===== config.mk =====
export PLATFORM = sky130hd
export DESIGN_NAME = drs_loop_regs
export DESIGN_NICKNAME = d
export VERILOG_FILES = /design/src/drs_pkg.sv /design/src/drs_loop_regs.sv
export SDC_FILE = /design/constraint.sdc
export NUM_CORES = 1
export LEC_CHECK = 0
export BUFFER_PORTS_ARGS = -buffer_cell sky130_fd_sc_hd__buf_4
export CAP_MARGIN = 20
export CELL_PAD_IN_SITES_DETAIL_PLACEMENT = 1
export CELL_PAD_IN_SITES_GLOBAL_PLACEMENT = 1
export CORE_ASPECT_RATIO = 1.2
export CORE_UTILIZATION = 41
export DETAILED_ROUTE_END_ITERATION = 10
export PLACE_DENSITY = 0.91
export SLEW_MARGIN = 20
export SYNTH_ARGS = -nofsm -noshare
export SYNTH_HDL_FRONTEND = slang
export SYNTH_SLANG_ARGS = --single-unit

===== constraint.sdc =====
create_clock -name clk -period 4.4 [get_ports clk]
set_input_delay 0.22 -clock clk [delete_from_list [all_inputs] [get_ports clk]]
set_output_delay 0.22 -clock clk [all_outputs]
set_load 0.1 [all_outputs]

===== src/drs_pkg.sv =====
// constants for the loop status and holdover register slice
package drs_pkg;
  localparam int unsigned DRS_AW        = 10;     // byte address width
  localparam int unsigned DRS_DW        = 32;     // bus data width
  localparam int unsigned DRS_BEW       = 4;      // byte enable width
  localparam int unsigned DRS_IW        = 8;      // register index width
  localparam int unsigned DRS_IDX_LSB   = 2;      // byte address = 4*index
  localparam logic [7:0]  DRS_IDX_HO_B2 = 8'h94;  // holdover bits 23:16
  localparam logic [7:0]  DRS_IDX_HO_B3 = 8'h95;  // holdover bits 31:24
  localparam logic [7:0]  DRS_IDX_PRI_L = 8'h96;  // best / chosen input
  localparam logic [7:0]  DRS_IDX_PRI_H = 8'h97;  // third / second input
  localparam logic [7:0]  DRS_IDX_PH_LO = 8'h98;  // phase bits 7:0
  localparam logic [7:0]  DRS_IDX_PH_HI = 8'h99;  // phase bits 15:8
  localparam logic [7:0]  DRS_IDX_BANK  = 8'h9F;  // loop_bank_select
  localparam int unsigned DRS_CW        = 4;      // input code width
  localparam logic [3:0]  DRS_CODE_NONE = 4'h0;   // no input reported
  localparam logic [3:0]  DRS_CODE_MAX  = 4'h8;   // input_clock_eight
  localparam logic [3:0]  DRS_CODE_ONE  = 4'h1;   // input_clock_one
  localparam int unsigned DRS_NIN       = 8;      // number of inputs
  localparam int unsigned DRS_HSW       = 2;      // holdover_select width
  localparam logic [1:0]  DRS_HO_MANUAL = 2'h1;   // manual holdover mode
  localparam int unsigned DRS_PHW       = 16;     // phase readout width
  localparam int unsigned DRS_HOW       = 16;     // upper holdover half
  localparam logic [7:0]  DRS_BYTE_RST  = 8'h00;  // byte reset value
  localparam logic [31:0] DRS_WORD_RST  = 32'h0000_0000; // bus word reset
endpackage


===== src/drs_loop_regs.sv =====
// per-loop holdover and reference status registers on an avalon slave
`timescale 1ns/10ps
// Overview of operation
// - accesses go to bank chosen by selector
// - holdover bits 23:16 at 94h, 31:24 at 95h
// - best valid input in 96h bits 7:4
// - codes one to eight only, never above
// - chosen input in 96h bits 3:0
// - inputs marked invalid never reported
// - chosen may differ from best, not forced
// - second valid input in 97h bits 3:0
// - third valid input in 97h bits 7:4
// - signed 16-bit phase at 98h and 99h
// - one phase count is 0.707 degrees
// - holdover word used when select is 01
module drs_loop_regs
  import drs_pkg::*;
#(
  parameter int unsigned NL = 2                    // number of loops
)(
  input  wire logic                   clk,                   // 250 MHz clock
  input  wire logic                   rst_b,                 // sync reset
  input  wire logic [DRS_AW-1:0]      avs_address,           // byte address
  input  wire logic                   avs_read,              // read request
  input  wire logic                   avs_write,             // write request
  input  wire logic [DRS_DW-1:0]      avs_writedata,         // write data
  input  wire logic [DRS_BEW-1:0]     avs_byteenable,        // byte lanes
  output logic      [DRS_DW-1:0]      avs_readdata,          // read data
  output logic                        avs_waitrequest,       // stall
  input  wire logic [NL*DRS_CW-1:0]   best_valid_input,      // per loop
  input  wire logic [NL*DRS_CW-1:0]   current_chosen_input,  // per loop
  input  wire logic [NL*DRS_CW-1:0]   second_valid_input,    // per loop
  input  wire logic [NL*DRS_CW-1:0]   third_valid_input,     // per loop
  input  wire logic [DRS_NIN-1:0]     input_validation_ctrl, // 1 = valid
  input  wire logic [NL*DRS_PHW-1:0]  phase_avg,             // per loop
  input  wire logic [NL*DRS_HSW-1:0]  holdover_select,       // per loop
  output logic      [NL*DRS_HOW-1:0]  holdover_offset_word_hi, // bits 31:16
  output logic      [NL-1:0]          holdover_manual_en     // per loop
);

  // selector width: one bit more than the loop count needs, so that a
  // bank number past the last loop, up to 2**LSW - 1, is held and refused, not aliased
  // onto a real loop where a stray write would corrupt its holdover
  localparam int unsigned LSW = $clog2(NL) + 1;

  // all state of the block
  typedef struct packed {
    logic                         ack;    // answer cycle flag
    logic [DRS_DW-1:0]            rdata;  // registered read data
    logic [LSW-1:0]               sel;    // loop_bank_select
    logic [NL-1:0][7:0]           stage;  // staged bits 23:16
    logic [NL-1:0][DRS_HOW-1:0]   hold;   // applied bits 31:16
    logic [NL-1:0][7:0]           ph_hi;  // phase high snapshot
    logic [NL-1:0]                man;    // manual holdover active
  } drs_state_s;

  drs_state_s st_ff;   // registered state
  drs_state_s nxt_st;  // next state

  // cleaned per-loop status codes, and the raw phase
  logic [NL-1:0][DRS_CW-1:0]  best_c;    // best valid input
  logic [NL-1:0][DRS_CW-1:0]  chos_c;    // chosen input
  logic [NL-1:0][DRS_CW-1:0]  sec_c;     // second valid input
  logic [NL-1:0][DRS_CW-1:0]  thr_c;     // third valid input
  logic [NL-1:0][DRS_PHW-1:0] phase_a;   // phase per loop

  // bus decode
  logic [DRS_IW-1:0] idx;       // register index
  logic              req;       // any request
  logic              rd_take;   // read sampled into rdata
  logic              wr_acc;    // write accepted this edge
  logic              bank_ok;   // selector names a real loop
  logic [DRS_DW-1:0] rd_mux;    // read value

  // returns a code only if it names an existing, valid input
  function automatic logic [DRS_CW-1:0] drs_clean
  (
    input logic [DRS_CW-1:0]  code,
    input logic [DRS_NIN-1:0] valid
  );
    logic [2:0] pos;
    pos = 3'(code - DRS_CODE_ONE);
    if (code == DRS_CODE_NONE || code > DRS_CODE_MAX)
    begin
      drs_clean = DRS_CODE_NONE;
    end
    else if (!valid[pos])
    begin
      drs_clean = DRS_CODE_NONE;
    end
    else
    begin
      drs_clean = code;
    end
  endfunction

  // slice the flat per-loop ports and clean every status field
  generate
    for (genvar g = 0; g < NL; g++)
    begin : g_loop
      assign best_c[g] = drs_clean(best_valid_input[g*DRS_CW +: DRS_CW],
                                   input_validation_ctrl);
      // chosen is cleaned like the rest; no match to best is forced
      assign chos_c[g] = drs_clean(current_chosen_input[g*DRS_CW +: DRS_CW],
                                   input_validation_ctrl);
      assign sec_c[g]  = drs_clean(second_valid_input[g*DRS_CW +: DRS_CW],
                                   input_validation_ctrl);
      assign thr_c[g]  = drs_clean(third_valid_input[g*DRS_CW +: DRS_CW],
                                   input_validation_ctrl);
      assign phase_a[g] = phase_avg[g*DRS_PHW +: DRS_PHW];
      assign holdover_offset_word_hi[g*DRS_HOW +: DRS_HOW] = st_ff.hold[g];
    end
  endgenerate

  // request decode; each request waits exactly one cycle
  always_comb
  begin
    idx     = avs_address[DRS_IDX_LSB +: DRS_IW];
    req     = avs_read | avs_write;
    rd_take = avs_read & ~st_ff.ack;
    wr_acc  = avs_write & st_ff.ack;
    bank_ok = (32'(st_ff.sel) < NL);
  end

  assign avs_waitrequest    = req & ~st_ff.ack;
  assign avs_readdata       = st_ff.rdata;
  assign holdover_manual_en = st_ff.man;

  // read multiplexer; loop registers answer only for a real bank
  always_comb
  begin
    rd_mux = DRS_WORD_RST;
    if (idx == DRS_IDX_BANK)
    begin
      rd_mux[LSW-1:0] = st_ff.sel;
    end
    else if (bank_ok)
    begin
      case (idx)
        DRS_IDX_HO_B2: rd_mux[7:0] = st_ff.hold[st_ff.sel][7:0];
        DRS_IDX_HO_B3: rd_mux[7:0] = st_ff.hold[st_ff.sel][15:8];
        DRS_IDX_PRI_L: rd_mux[7:0] = {best_c[st_ff.sel],
                                      chos_c[st_ff.sel]};
        DRS_IDX_PRI_H: rd_mux[7:0] = {thr_c[st_ff.sel],
                                      sec_c[st_ff.sel]};
        // scale is fixed upstream, 0.707 degrees per count
        DRS_IDX_PH_LO: rd_mux[7:0] = phase_a[st_ff.sel][7:0];
        DRS_IDX_PH_HI: rd_mux[7:0] = st_ff.ph_hi[st_ff.sel];
        default:       rd_mux      = DRS_WORD_RST;
      endcase
    end
  end

  // next state
  always_comb
  begin
    nxt_st     = st_ff;
    nxt_st.ack = req & ~st_ff.ack;
    for (int i = 0; i < NL; i++)
    begin
      // mode decode registered so the output is glitch free
      nxt_st.man[i] =
        (holdover_select[i*DRS_HSW +: DRS_HSW] == DRS_HO_MANUAL);
    end
    if (rd_take)
    begin
      nxt_st.rdata = rd_mux;
      // high byte caught in the same cycle as the low byte
      if (idx == DRS_IDX_PH_LO && bank_ok)
      begin
        nxt_st.ph_hi[st_ff.sel] = phase_a[st_ff.sel][15:8];
      end
    end
    if (wr_acc && avs_byteenable[0])
    begin
      if (idx == DRS_IDX_BANK)
      begin
        nxt_st.sel = avs_writedata[LSW-1:0];
      end
      else if (bank_ok && idx == DRS_IDX_HO_B2)
      begin
        // staged only; the loop sees it with the top byte
        nxt_st.stage[st_ff.sel] = avs_writedata[7:0];
      end
      else if (bank_ok && idx == DRS_IDX_HO_B3)
      begin
        nxt_st.hold[st_ff.sel] = {avs_writedata[7:0],
                                  st_ff.stage[st_ff.sel]};
      end
    end
  end

  // state register with synchronous reset
  always_ff @(posedge clk)
  begin
    if (!rst_b)
    begin
      st_ff.ack   <= 1'b0;
      st_ff.rdata <= DRS_WORD_RST;
      st_ff.sel   <= '0;
      st_ff.stage <= '0;
      st_ff.hold  <= '0;
      st_ff.ph_hi <= '0;
      st_ff.man   <= '0;
    end
    else
    begin
      st_ff <= nxt_st;
    end
  end

  // helper views for the checks below
  logic [DRS_CW-1:0]  chk_best;   // best of selected loop
  logic [DRS_CW-1:0]  chk_chos;   // chosen of selected loop
  logic [DRS_CW-1:0]  chk_sec;    // second of selected loop
  logic [DRS_CW-1:0]  chk_thr;    // third of selected loop
  logic [DRS_HOW-1:0] chk_hold;   // holdover of selected loop
  logic [7:0]         chk_phhi;   // live phase high byte
  logic               chk_mode0;  // loop 0 in manual mode
  logic [7:0]         chk_wbyte;  // write data low byte
  logic [7:0]         chk_stage;  // staged byte of selected loop

  always_comb
  begin
    chk_best  = bank_ok ? best_c[st_ff.sel] : DRS_CODE_NONE;
    chk_chos  = bank_ok ? chos_c[st_ff.sel] : DRS_CODE_NONE;
    chk_sec   = bank_ok ? sec_c[st_ff.sel] : DRS_CODE_NONE;
    chk_thr   = bank_ok ? thr_c[st_ff.sel] : DRS_CODE_NONE;
    chk_hold  = bank_ok ? st_ff.hold[st_ff.sel] : '0;
    chk_phhi  = bank_ok ? phase_a[st_ff.sel][15:8] : DRS_BYTE_RST;
    chk_stage = bank_ok ? st_ff.stage[st_ff.sel] : DRS_BYTE_RST;
    chk_mode0 = (holdover_select[DRS_HSW-1:0] == DRS_HO_MANUAL);
    chk_wbyte = avs_writedata[7:0];
  end
endmodule


* Yosys cells after proc, flatten, opt, wreduce, memory -nomap -nowiden *
Cells that the tools add are included.

storage, ports and cells
  bits in registers = 101
  latch bits = 0
  RAM bits = 0
  ROM bits = 0
  input bits = 126
  output and inout port bits = 67
  logic and storage cells = 137
  memories = 0

operators by class
  add/subtract/negate cells = 8
  multiply operators = 0
  div/mod/pow operators = 0
  magnitude comparators = 19
  eq/ne operators = 9
  shift operators = 0
  mux-type cells = 59
  bitwise operators = 7
  reductions and logical operators = 25

operator list
  kind                                                         number
  2-to-1 mux 4 bit                                             24
  2-to-1 mux 16 bit                                            5
  == test 8 bit (second input constant)                        7
  2-to-1 mux 8 bit                                             6
  one-hot mux 8 bit (6 select lines)                           1
  bitwise mux 16 bit                                           2
  bitwise mux 32 bit                                           1
  > comparator 4 bit (second input constant)                   8
  zero test 4 bit                                              8
  less-than comparator 3 x 4 -> 1 bit (second input constant)  8
  2-to-1 mux 30 bit                                            1
  binary-select mux 1 bit (select 3 bit)                       8
  subtractor 3 x 1 -> 3 bit (second input constant)            8
  demux 16 bit (select 1 bit)                                  1
  demux 8 bit (select 1 bit)                                   1
  logical OR 1 bit                                             8
  2-to-1 mux 1 bit                                             8
  logical AND 1 bit                                            5
  == test 2 x 1 -> 1 bit (second input constant)               2
  less-than comparator 2 bit (second input constant)           2
  AND reduction 2 bit                                          2
  AND reduction 4 bit                                          1
  AND 1 bit                                                    3
  NOT 1 bit                                                    3
  4 further kinds                                              4

* Longest topological paths before layout *
  depth after elaboration = 10
  mapped depth = 8

* Worst setup path after synthesis *
OpenSTA, ideal clock, no wires.

  path kind = input-to-reg
  from = in avs_address[3]
  to = reg st_ff, in the netlist holdover_offset_word_hi[24]
  arrival time = 1.916 ns
  required time = 4.284 ns
  slack = 2.368 ns
  stages on the path = 7
  cells stage by stage = or3b_1 -> buf_6 -> or3_4 -> nor3_4 -> buf_12 -> mux2i_1 -> nor2b_1

on the way
  longest elaborated chain between the ends = 4
  elaborated cells on any way between the ends = 8
  classes of those cells = 3 x eq/ne; 2 x bitwise; 3 x reduce/logical

RTL lines
  item                                    line                  source
  start: declaration                      drs_loop_regs.sv:23   input wire logic [DRS_AW-1:0] avs_address,
  == test 8 bit                           drs_loop_regs.sv:180  else if (bank_ok && idx == DRS_IDX_HO_B2)
  logical AND 1 bit                       drs_loop_regs.sv:180
  NOT 1 bit (no source line)              n/a
  AND reduction 4 bit (no source line) *  n/a
  end signal: assignment                  drs_loop_regs.sv:208  st_ff <= nxt_st;
  end: declaration                        drs_loop_regs.sv:57   drs_state_s st_ff;

Mark *: on every way between the ends. The rest lies on a longest branch, timed or not.
A chain may end at the register's enable or synchronous reset.

* Worst setup path in the final report *
  from = reg st_ff[66] (netlist bit)
  to = reg st_ff, in the netlist avs_readdata[5]

on the way
  longest elaborated chain between the ends = 5
  elaborated cells on any way between the ends = 14
  classes of those cells = 1 x order compare; 13 x mux

RTL lines
  item                                                                          line                  source
  2-to-1 mux 8 bit (not written as such) (tied with other cells) (2 in series)  drs_loop_regs.sv:148  DRS_IDX_PH_HI: rd_mux[7:0] = st_ff.ph_hi[st_ff.sel];
  one-hot mux 8 bit (6 select lines)                                            drs_loop_regs.sv:139  case (idx)
  2-to-1 mux 8 bit *                                                            drs_loop_regs.sv:137  else if (bank_ok)
  2-to-1 mux 30 bit *                                                           drs_loop_regs.sv:133  if (idx == DRS_IDX_BANK)

Mark *: on every way between the ends. The rest lies on a longest branch, timed or not. The select of a mux whose other input is x is not followed.

==> flow_summary.yaml <==
die:
  die_area_mm2: 0.01376
  core_region_area_mm2: 0.01278
  boundaryPins: 193
  placementRows: 45
  die_y_um: 128.3
  initial_utilization: 0.4264
  die_w_um: 107.3
final_layout:
  utilization: 0.5116
  multi_input_area_mm2: 0.003311
  nNetsFinal: 781
  final_cell_mix: "140 x buf_4, 97 x mux2i_1, 76 x dfxtp_1"
  drive_gt1_frac: 0.2919
  syn2layout_area_growth_pct: 19.97
  final_common_cell: "buf_4"
  seq_area_mm2: 0.001543
  nFillCells: 1412
  diodes: 0
synth:
  synth_top_area_cell: "dfxtp_1"
  synth_cell_types: 59
  synth_top_area_frac: 0.2828
  syn_avg_cell_area_um2: 9.892
  synthesis.area_mm2: 0.005450
  synth_compound_area_frac: 0.06520
  yosysSeqAreaShare: 0.2828
  yosys_warnings: 0
  syn_inst: 551
  synth_flop_cell: "dfxtp_1"
  synth-seq-cells: 77
  synth_mux_area_frac: 0.2815
  yosys.area_share.adder: 0.03673
  synth_xor_area_frac: 0.02571
  ys_async_sr_fraction: 0
  synth_edf_count: 0
  yosys-top-cells-area: "dfxtp_1 28%, mux2i_1 18%, mux4_2 10%"
  synth_top_family_by_area: "multiplexers"
  synthSimpleGateAreaFrac: 0.1818
run:
  cap_violations: 0
global_routing:
  grt_use_met1: 0.2787
  busiest_layer: "met2"
  grt_overflow: 0
  grt_pass1_vias: 4826
  grtUsageMet2: 0.4634
  use_met3: 0.04626
  grt_max_degree: 79
  grt_first_pass_wirelength_um: 25990
  track_usage: 0.2477
  antenna_found_initial: 0
sta:
  fin_crit_sh: 0.6168
  post-route-min-period_ns: 2.714
  maxSlewHeadroom: 0.5483
  max_freq_ghz: 0.3685
  setup_viol: 0
  report.final.slew_viol_count: 0
  fin_ws_ns: 1.686
  tightest_slew_ns: 0.6740
  skew_ns: 0.008281
  finalHoldViolCount: 0
  tns_ns: 0
  rsz0062_at_grt: "no"
detailed_routing:
  avgViaCountPerCell: 5.574
  ant_nets: 0
  drt_drc_violations_left: 0
  drt-pass1-iter-count: 4
  drt-total-wl_um: 16630
  wl_per_cell_um: 20.58
  dr.first_iter.drc_count: 178
  dr_total_vias: 4504
clock_tree:
  hold_buffers: 0
  cts-htree-levels: 3
  clkLatencyLatePin_ns: 0.35
  cts_tree: "built"
  cts_num_sinks: 77
  clockBufferDepth: 2
  cts_resized: 0
  path_clk_slew_ns: 0.06
  cts-root-buf: "clkbuf_16"
  cts_buffers: 9
  postCtsSetupRepairBufs: 0
worst_setup_path:
  path_class: "reg -> reg"
  r2r-end: "avs_readdata[5]$_SDFFE_PN0P_"
  cp_num_cells: 6
  cp_slowest_cell: "dfxtp_2"
  rrSetupSlack_ns: 1.69
  cp_max_fo: 28
  timing.rr.start: "st_ff[66]$_SDFFE_PN0P_"
  crit_family: "flip-flops"
  critPathRequiredTime_ns: 4.62
  slowest_delay_ns: 0.74
  setup.worst_path.end_class: "flop"
  crit_chain: "buf_4, mux4_2, a22oi_1, nor2_1, a311oi_1, a31oi_1"
  r2r_cells: 6
  path_buf_inv: 1
  cp-start-kind: "flop"
  arrival_ns: 2.93
  crit_path_start: "st_ff[66]$_SDFFE_PN0P_"
  endpoint: "avs_readdata[5]$_SDFFE_PN0P_"
power_and_ir_drop:
  total_power_mw: 1.883
  p_switching_mw: 0.5287
  p_seq_frac: 0.372
  clkPwrFrac: 0.433
  p_int_mw: 1.355
  p_leak_nw: 2.873
  p_comb_frac: 0.195
  vdd_drop_max_uv: 296.3
  p_per_area_mw_per_mm2: 288.0
  sw_frac_of_total: 0.2807
hold_path:
  hp-class: "in -> reg"
placement:
  post-place-ws_ns: 1.538
  hpwl_um: 12510
  place_congestion: 0.8657
  port_buffers: 139
status:
  status: "finished, final reports clean"
[worst min path at each step]
stage                     slack, ns                 start                               end  cells past startpoint
after CTS                      0.12    holdover_select[0]  holdover_manual_en[0]$_SDFF_PN0_                      2
after global placement         0.46    holdover_select[0]  holdover_manual_en[0]$_SDFF_PN0_                      2
after detailed placement       0.47    holdover_select[0]  holdover_manual_en[0]$_SDFF_PN0_                      2
after floorplan                0.37  third_valid_input[5]      avs_readdata[5]$_SDFFE_PN0P_                      2
after global routing           0.12    holdover_select[2]  holdover_manual_en[1]$_SDFF_PN0_                      2
final                          0.12    holdover_select[0]  holdover_manual_en[0]$_SDFF_PN0_                      2
[metrics by stage]
step,hold slack (ns),cells,area [µm²]
global placement,0.4643,790,6185
global route,0.1194,808,6539
CTS,0.1153,806,6509
floorplan,0.3745,574,5537
finish,0.1193,808,6539
detailed placement,0.4697,790,6185
[cell families (layout without fill, tap and decap cells)]
logic type	count (synthesis)	in the layout
and+or+nand+nor	159	159
buffers and inverters	108	178
other	1	24
muxes	122	122
adders and majority gates	16	16
AOI/OAI and AO/OA	52	52
DFF	77	77
xor gates and xnor gates	16	16
[routing by layer]
metal	part of all wire	wire length (µm)
met5	0	0
met4	0.022	369
met3	0.069	1142
met2	0.53	8806
met1	0.38	6310
[Yosys cell counts (9+ instances only)]
library cell,n
inv_1,20
clkbuf_1,12
nor2_1,13
mux2i_1,97
a31oi_1,9
buf_4,66
dfxtp_1,77
xnor2_1,15
mux4_2,25
nand3_1,10
ha_1,16
nor2b_1,73
o21ai_0,13
[registers in the layout, indices dropped and copies added (netlist names)]
signal	count
st_ff	35
holdover_offset_word_hi	32
avs_readdata	8
holdover_manual_en	2
[power by group through the flow]
stage	Sequential, mW	Clock (mW)	Combinational [mW]
6_report	0.700	0.815	0.368
5_1_grt	0.700	0.854	0.388
4_1_cts	0.700	0.830	0.366
3_5_place_dp	0.716	0	0.365
3_3_place_gp	0.716	0	0.348
2_1_floorplan	0.715	0	0.257
[area by class of cell]
type | instances | share of cell area
timing repair buffer | 142 | 0.1653
clock buffer | 11 | 0.03712
clock inverter | 5 | 0.01244
tap | 164 | 0.03138
sequential | 77 | 0.2359
inverter | 20 | 0.01148
multi-input combinational | 389 | 0.5063
Note: power is estimated with default switching activity, not from simulation.
